$ cat config.mk
export PLATFORM = sky130hd
export DESIGN_NAME = abu_address_breakpoint_unit
export DESIGN_NICKNAME = d
export VERILOG_FILES = /design/src/abu_address_breakpoint_unit.v
export VERILOG_INCLUDE_DIRS = /design/src
export SDC_FILE = /design/constraint.sdc
export NUM_CORES = 1
export LEC_CHECK = 0
export BUFFER_PORTS_ARGS = -buffer_cell sky130_fd_sc_hd__buf_2
export CAP_MARGIN = 20
export CORE_MARGIN = 2
export CORE_UTILIZATION = 45
export CTS_BUF_LIST = sky130_fd_sc_hd__clkbuf_4 sky130_fd_sc_hd__clkbuf_8
export DETAILED_ROUTE_END_ITERATION = 8
export PLACE_DENSITY = 0.87
export SYNTH_ARGS = -nofsm -noshare
export SYNTH_HDL_FRONTEND = slang
export SYNTH_SLANG_ARGS = --single-unit
$ cat constraint.sdc
create_clock -name clk_i -period 3.45 [get_ports clk_i]
set_input_delay 0.345 -clock clk_i [delete_from_list [all_inputs] [get_ports clk_i]]
set_output_delay 0.345 -clock clk_i [all_outputs]
set_load 0.02 [all_outputs]
$ cat src/abu_defines.vh
`ifndef ABU_DEFINES_VH
`define ABU_DEFINES_VH

// ----------------------------------------
// register offsets (word indices; byte address is offset times four)
// ----------------------------------------
`define ABU_OFS_STATUS_CONTROL 4'h0
`define ABU_OFS_ADDR_HIGH      4'h1
`define ABU_OFS_ADDR_LOW       4'h2
`define ABU_OFS_AUXILIARY      4'h3
`define ABU_OFS_STATUS_REG     4'h4
`define ABU_OFS_FLAG_CONTROL   4'h5
`define ABU_OFS_IRQ_STATUS     4'h6
`define ABU_OFS_IRQ_MASK       4'h7

// ----------------------------------------
// field positions
// ----------------------------------------
`define ABU_BIT_ENABLE         7
`define ABU_BIT_ACTIVE         6
`define ABU_BIT_WDOG_DISABLE   1
`define ABU_BIT_CLEAR_ENABLE   7
`define ABU_BIT_WAIT_EXIT      1
`define ABU_IRQ_MATCH          0
`define ABU_IRQ_SOFT           1
`define ABU_IRQ_END            2

// ----------------------------------------
// reset values
// ----------------------------------------
`define ABU_RST_BYTE           8'h00
`define ABU_RST_IRQ            3'h0

`endif

$ cat src/abu_address_breakpoint_unit.v
`timescale 1ns/1ps
`include "abu_defines.vh"

// Function
// - enabled break and cpu program address equal to break address raises breakpoint request.
// - writing one to break active flag while it reads zero starts break without address match.
// - during break, status clearing allowed only with flag clear enable set.
// - break state halts the timer counter.
// - watchdog disabled during break in monitor mode when watchdog disable set.
// - break enable gates the full sixteen bit address comparison.
// - break enable at bit 7, read/write, clear by writing zero, resets zero.
// - active flag set on match, cleared by writing zero, resets zero.
// - break address held as high and low byte registers, reset to zero.
module abu_address_breakpoint_unit (
  input  wire        clk_i,
  input  wire        rst_i,
  input  wire [31:0] wb_adr_i,
  input  wire [31:0] wb_dat_i,
  output reg  [31:0] wb_dat_o,
  input  wire        wb_we_i,
  input  wire [3:0]  wb_sel_i,
  input  wire        wb_cyc_i,
  input  wire        wb_stb_i,
  output reg         wb_ack_o,
  output wire        wb_err_o,
  input  wire [15:0] cpu_addr_i,
  input  wire        cpu_fetch_i,
  input  wire        return_from_interrupt_i,
  input  wire        monitor_mode_i,
  input  wire        wait_exit_i,
  input  wire        status_clear_req_i,
  output wire        breakpoint_request_o,
  output wire        break_state_o,
  output wire        status_clear_allow_o,
  output wire        timer_halt_o,
  output wire        watchdog_disable_o,
  output wire        irq_o
);

  // ----------------------------------------
  // state encoding
  // ----------------------------------------
  localparam       ST_RUN   = 1'b0;
  localparam       ST_BREAK = 1'b1;
  localparam       IRQ_N    = 3;

  // ----------------------------------------
  // registers
  // ----------------------------------------
  reg        brk_en_r;
  reg        brk_en_nxt;
  reg        brk_act_r;
  reg        brk_act_nxt;
  reg  [7:0] addr_hi_r;
  reg  [7:0] addr_hi_nxt;
  reg  [7:0] addr_lo_r;
  reg  [7:0] addr_lo_nxt;
  reg        wdog_dis_r;
  reg        wdog_dis_nxt;
  reg        clr_en_r;
  reg        clr_en_nxt;
  reg        wait_exit_r;
  reg        wait_exit_nxt;
  reg        state_r;
  reg        state_nxt;
  reg  [2:0] irq_stat_r;
  wire [2:0] irq_stat_nxt;
  reg  [2:0] irq_mask_r;
  reg  [2:0] irq_mask_nxt;
  wire       in_break;

  // ----------------------------------------
  // bus decode
  // ----------------------------------------
  wire       req      = wb_cyc_i & wb_stb_i & ~wb_ack_o;
  wire       lane0    = wb_sel_i[0];
  wire       hit      = (wb_adr_i[31:5] == 27'h0) & (wb_adr_i[1:0] == 2'h0) &
                        (wb_adr_i[4:2] <= 3'h7);
  wire [3:0] idx      = {1'b0, wb_adr_i[4:2]};
  wire       wr       = req & wb_we_i & lane0 & hit;
  wire       wr_sc    = wr & (idx == `ABU_OFS_STATUS_CONTROL);
  wire       wr_hi    = wr & (idx == `ABU_OFS_ADDR_HIGH);
  wire       wr_lo    = wr & (idx == `ABU_OFS_ADDR_LOW);
  wire       wr_aux   = wr & (idx == `ABU_OFS_AUXILIARY);
  wire       wr_sr    = wr & (idx == `ABU_OFS_STATUS_REG);
  wire       wr_fc    = wr & (idx == `ABU_OFS_FLAG_CONTROL);
  wire       wr_is    = wr & (idx == `ABU_OFS_IRQ_STATUS);
  wire       wr_im    = wr & (idx == `ABU_OFS_IRQ_MASK);
  wire [7:0] wd       = wb_dat_i[7:0];

  // ----------------------------------------
  // break detection
  // ----------------------------------------
  wire       addr_eq   = (cpu_addr_i == {addr_hi_r, addr_lo_r});
  wire       match     = brk_en_r & cpu_fetch_i & addr_eq;
  wire       soft_brk  = wr_sc & wd[`ABU_BIT_ACTIVE] & ~brk_act_r;
  wire       brk_start = match | soft_brk;

  // ----------------------------------------
  // event vector
  // ----------------------------------------
  assign in_break = (state_r == ST_BREAK);
  wire       rti_seen  = in_break & return_from_interrupt_i;
  wire [2:0] ev        = {rti_seen, soft_brk, match};

  // ----------------------------------------
  // outputs
  // ----------------------------------------
  assign breakpoint_request_o = brk_start;
  assign break_state_o        = in_break;
  assign status_clear_allow_o = status_clear_req_i & (~in_break | clr_en_r);
  assign timer_halt_o         = in_break;
  assign watchdog_disable_o   = in_break & monitor_mode_i & wdog_dis_r;
  assign irq_o                = |(irq_stat_r & irq_mask_r);
  assign wb_err_o             = 1'b0;

  // ----------------------------------------
  // break state machine
  // ----------------------------------------
  always @* begin
    state_nxt = state_r;
    case (state_r)
      ST_RUN: begin
        if (brk_start) begin
          state_nxt = ST_BREAK;
        end
      end
      ST_BREAK: begin
        if (brk_start) begin
          state_nxt = ST_BREAK;
        end else if (return_from_interrupt_i) begin
          state_nxt = ST_RUN;
        end
      end
      default: begin
        state_nxt = ST_RUN;
      end
    endcase
  end

  // ----------------------------------------
  // next register values
  // ----------------------------------------
  always @* begin
    brk_en_nxt = brk_en_r;
    if (wr_sc) begin
      brk_en_nxt = wd[`ABU_BIT_ENABLE];
    end
  end

  always @* begin
    brk_act_nxt = brk_act_r;
    if (brk_start) begin
      brk_act_nxt = 1'b1;
    end else if (wr_sc & ~wd[`ABU_BIT_ACTIVE]) begin
      brk_act_nxt = 1'b0;
    end
  end

  always @* begin
    addr_hi_nxt = addr_hi_r;
    if (wr_hi) begin
      addr_hi_nxt = wd;
    end
  end

  always @* begin
    addr_lo_nxt = addr_lo_r;
    if (wr_lo) begin
      addr_lo_nxt = wd;
    end
  end

  always @* begin
    wdog_dis_nxt = wdog_dis_r;
    if (wr_aux) begin
      wdog_dis_nxt = wd[`ABU_BIT_WDOG_DISABLE];
    end
  end

  always @* begin
    clr_en_nxt = clr_en_r;
    if (wr_fc) begin
      clr_en_nxt = wd[`ABU_BIT_CLEAR_ENABLE];
    end
  end

  always @* begin
    wait_exit_nxt = wait_exit_r;
    if (in_break & wait_exit_i) begin
      wait_exit_nxt = 1'b1;
    end else if (wr_sr & ~wd[`ABU_BIT_WAIT_EXIT]) begin
      wait_exit_nxt = 1'b0;
    end
  end

  always @* begin
    irq_mask_nxt = irq_mask_r;
    if (wr_im) begin
      irq_mask_nxt = wd[2:0];
    end
  end

  // ----------------------------------------
  // sticky interrupt bits, set wins
  // ----------------------------------------
  genvar g;
  generate
    for (g = 0; g < IRQ_N; g = g + 1) begin : g_irq
      assign irq_stat_nxt[g] = ev[g] | (irq_stat_r[g] & ~(wr_is & wd[g]));
    end
  endgenerate

  // ----------------------------------------
  // register flops
  // ----------------------------------------
  always @(posedge clk_i) begin
    if (rst_i) begin
      brk_en_r <= 1'b0;
    end else begin
      brk_en_r <= brk_en_nxt;
    end
  end

  always @(posedge clk_i) begin
    if (rst_i) begin
      brk_act_r <= 1'b0;
    end else begin
      brk_act_r <= brk_act_nxt;
    end
  end

  always @(posedge clk_i) begin
    if (rst_i) begin
      addr_hi_r <= `ABU_RST_BYTE;
    end else begin
      addr_hi_r <= addr_hi_nxt;
    end
  end

  always @(posedge clk_i) begin
    if (rst_i) begin
      addr_lo_r <= `ABU_RST_BYTE;
    end else begin
      addr_lo_r <= addr_lo_nxt;
    end
  end

  always @(posedge clk_i) begin
    if (rst_i) begin
      wdog_dis_r <= 1'b0;
    end else begin
      wdog_dis_r <= wdog_dis_nxt;
    end
  end

  always @(posedge clk_i) begin
    if (rst_i) begin
      clr_en_r <= 1'b0;
    end else begin
      clr_en_r <= clr_en_nxt;
    end
  end

  always @(posedge clk_i) begin
    if (rst_i) begin
      wait_exit_r <= 1'b0;
    end else begin
      wait_exit_r <= wait_exit_nxt;
    end
  end

  always @(posedge clk_i) begin
    if (rst_i) begin
      state_r <= ST_RUN;
    end else begin
      state_r <= state_nxt;
    end
  end

  always @(posedge clk_i) begin
    if (rst_i) begin
      irq_stat_r <= `ABU_RST_IRQ;
    end else begin
      irq_stat_r <= irq_stat_nxt;
    end
  end

  always @(posedge clk_i) begin
    if (rst_i) begin
      irq_mask_r <= `ABU_RST_IRQ;
    end else begin
      irq_mask_r <= irq_mask_nxt;
    end
  end

  // ----------------------------------------
  // read data and acknowledge
  // ----------------------------------------
  reg [7:0] rd;
  always @* begin
    rd = 8'h00;
    case (idx)
      `ABU_OFS_STATUS_CONTROL: rd = {brk_en_r, brk_act_r, 6'h00};
      `ABU_OFS_ADDR_HIGH:      rd = addr_hi_r;
      `ABU_OFS_ADDR_LOW:       rd = addr_lo_r;
      `ABU_OFS_AUXILIARY:      rd = {6'h00, wdog_dis_r, 1'b0};
      `ABU_OFS_STATUS_REG:     rd = {6'h00, wait_exit_r, 1'b0};
      `ABU_OFS_FLAG_CONTROL:   rd = {clr_en_r, 7'h00};
      `ABU_OFS_IRQ_STATUS:     rd = {5'h00, irq_stat_r};
      `ABU_OFS_IRQ_MASK:       rd = {5'h00, irq_mask_r};
      default:                 rd = 8'h00;
    endcase
  end

  always @(posedge clk_i) begin
    if (rst_i) begin
      wb_ack_o <= 1'b0;
      wb_dat_o <= 32'h0;
    end else begin
      wb_ack_o <= req;
      if (req & ~wb_we_i) begin
        wb_dat_o <= hit ? {24'h000000, rd} : 32'h0;
      end
    end
  end

endmodule // abu_address_breakpoint_unit

==> out/qor.csv <==
metric,value,unit
leading area contributor after synthesis,dfxtp_1,
starting density of the core,46.5,%
Worst Path Required,3.11,ns
Detailed Route WL,5630,µm
Layout area overhead,19.4,%
TritonCTS clock tree,done,
Worst Reg-to-Reg Cells,5,
Post-CTS Setup Inserts,0,
Reg2Reg Setup Slack,1.30,ns
initial DRC count,129,
CP max FO,8,
remaining routing DRC violations,0,
Max-slew headroom,45.4,%
"Slowest-stage cell, CP",or4_4,
Clock Latency Late Sink,0.29,ns
Nets,414,
share of post-route cells with drive strength above 1,33.4,%
Detailed Routing Iterations Pass 1,4,
Final Max Slew Viols,0,
pre-CTS setup slack,0.878,ns
# IOs,134,
met1 Use GR,25.0,%
GR peak layer,met2,
GR Overflow Total,0,
critical path data arrival time,2.22,ns
fmax,0.390,GHz
Max rail drop VDD,0.000280,V
Tcrit/Tclk final,74.3,%
first-pass GRT wire length,8690,µm
Tightest Pin Transition,0.813,ns
htree depth,2,
worst setup path startpoint,wb_adr_i[21],
synthesis-stage register bit count,37,
max-cap violation count,0,
"commonest non-fill, non-tap cell in the layout",buf_2,
# hold bufs at CTS,0,
WS Path Type,input port to primary output,
final hold violations,0,
"commonest cells after routing, fill and taps aside","buf_2 (81), dfxtp_1 (37), nor2_1 (33)",
crit path to,breakpoint_request_o,
Post-synth EDFFs,0,
# diodes,0,
Multi-input gate area,0.00128,mm²
Worst R2R Start,wb_ack_o,
Worst-path clk slew,0.07,ns
"Setup violations, final",0,
Die Y,73.8,µm
leakage,1.16,nW
Cells after Synth,245,
crit path cell chain,buf_2 > nor4_2 > nand4_2 > or2_4 > or4_4 > nand2_1 > buf_2,
worst hold path type,input port to flop,
count of input and output buffers,81,
GRT Util Overall,21.3,%
Detail Placement HPWL,4440,µm
Detail Route Antenna Nets,0,
utilization after layout,55.5,%
"most used cell, CP",buf_2,
initial antenna violation count,0,
via count,2023,
routed len/inst,14.5,µm
asr flop ratio synth,0,%
clock skew,0.00805,ns
Clock Sinks,37,
Clock Path Buffers,2,
startpoint types,input port,
M2 GR Usage,35.2,%
average size of a mapped cell,8.96,µm²
status,"finished, final reports clean",
Buf/Inv on CP,2,
pwr/cell area,329,mW/mm²
vias in the first global route,1853,
number of cell rows,25,
# fillers,420,
clock root buffer,clkbuf_8,
Crit path max-delay family,simple AND/OR/NAND/NOR gates,
setup ws final,0.886,ns
Yosys cell types,44,
Sum Neg Setup Slack,0,ns
Num CTS Buffers,5,
Synth warnings,0,
top post-synthesis cells by area,"dfxtp_1 (34%), mux2i_1 (11%), buf_4 (8.9%)",
ys flop type,dfxtp_1,
die span in x,73.8,µm
sequential cell area,741,µm²
top cell type's share of synthesized area,33.8,%
"Seq/Total Area, Yosys",33.8,%
Final Critical Period,2.56,ns
DIE AREA,0.00545,mm²
largest net degree at the start of global routing,38,
met3 global-route usage,6.17,%
Crit. End Element,primary output,
Vias/cell,5.23,
RSZ-0062 raised after global routing,false,
routability cong.,0.821,
r2r endpoint,addr_lo_r[4],
core area,0.00472,mm²
Crit. path cell count,7,
cts repair resizes,0,
CP max stage delay,0.54,ns
synthesized area,0.00219,mm²
-- cells in the mapped netlist (4+ instances only) --
master / instances
xnor2_1: 13
a21oi_1: 6
nand4_1: 5
buf_4: 26
nor3_1: 4
clkbuf_1: 8
nand3_1: 7
nor2_1: 33
nor4_2: 7
nand2_1: 14
nor2b_1: 4
a22oi_1: 7
mux2i_1: 25
dfxtp_1: 37
-- sequential cells by signal (all words and copies together) (netlist names) --
signal         cells
brk_en_r           1
brk_act_r          1
wb_ack_o           1
break_state_o      1
addr_lo_r          8
wb_dat_o           8
addr_hi_r          8
irq_mask_r         3
clr_en_r           1
wdog_dis_r         1
irq_stat_r         3
wait_exit_r        1
-- worst register-to-register path: stages, from the launching register on --
cell,delay [ns]
dfxtp_1,0.31
nand3b_1,0.18
or2_2,0.43
or4_1,0.78
mux2i_1,0.26
nor2_1,0.05
-- report_power, final --
part | switching [mW] | internal (mW)
clock network | 0.150 | 0.166
logic | 0.0744 | 0.0429
registers | 0.000148 | 0.427
-- stage by stage --
stage	area (µm²)	total power [mW]	instances	hold slack, ns
global route	2620	0.896	387	0.303
detailed placement	2530	0.554	380	0.457
CTS	2620	0.866	387	0.300
global placement	2530	0.551	380	0.454
floorplan	2280	0.523	269	0.444
finish	2620	0.861	387	0.305
-- how the worst min path moves through the flow --
stage                      from            to  depth (start not counted)
CTS                 wb_dat_i[3]  addr_lo_r[3]                          3
global placement       clr_en_r      clr_en_r                          2
global route        wb_dat_i[3]  addr_lo_r[3]                          3
detailed placement     clr_en_r      clr_en_r                          2
finish              wb_dat_i[3]  addr_hi_r[3]                          3
floorplan              clr_en_r      clr_en_r                          2
-- cell type report --
type	instances	share of cell area [%]
clock buffer	7	3.44
inverter	3	0.430
sequential	37	28.3
tap	67	3.20
multi-input combinational	191	48.9
timing repair buffer	82	15.8
-- layer usage --
| metal | vias to the layer above | share of wire, % | wire [µm] |
|---|---|---|---|
| li1 | 975 | - | - |
| met1 | 912 | 41 | 2300 |
| met2 | 118 | 46 | 2620 |
| met3 | 18 | 9.3 | 524 |
| met4 | 0 | 3.4 | 189 |
| met5 | - | 0 | 0 |
-- logic make-up after synthesis --
family,Yosys count,synth area share [%]
buffers and inverters,41,12.0
muxes,26,12.4
other,1,0.171
AOI/OAI and AO/OA,34,11.2
and+or+nand+nor,90,24.1
xor gates and xnor gates,16,6.39
DFF,37,33.8
Power figures use the tool's default switching activity.
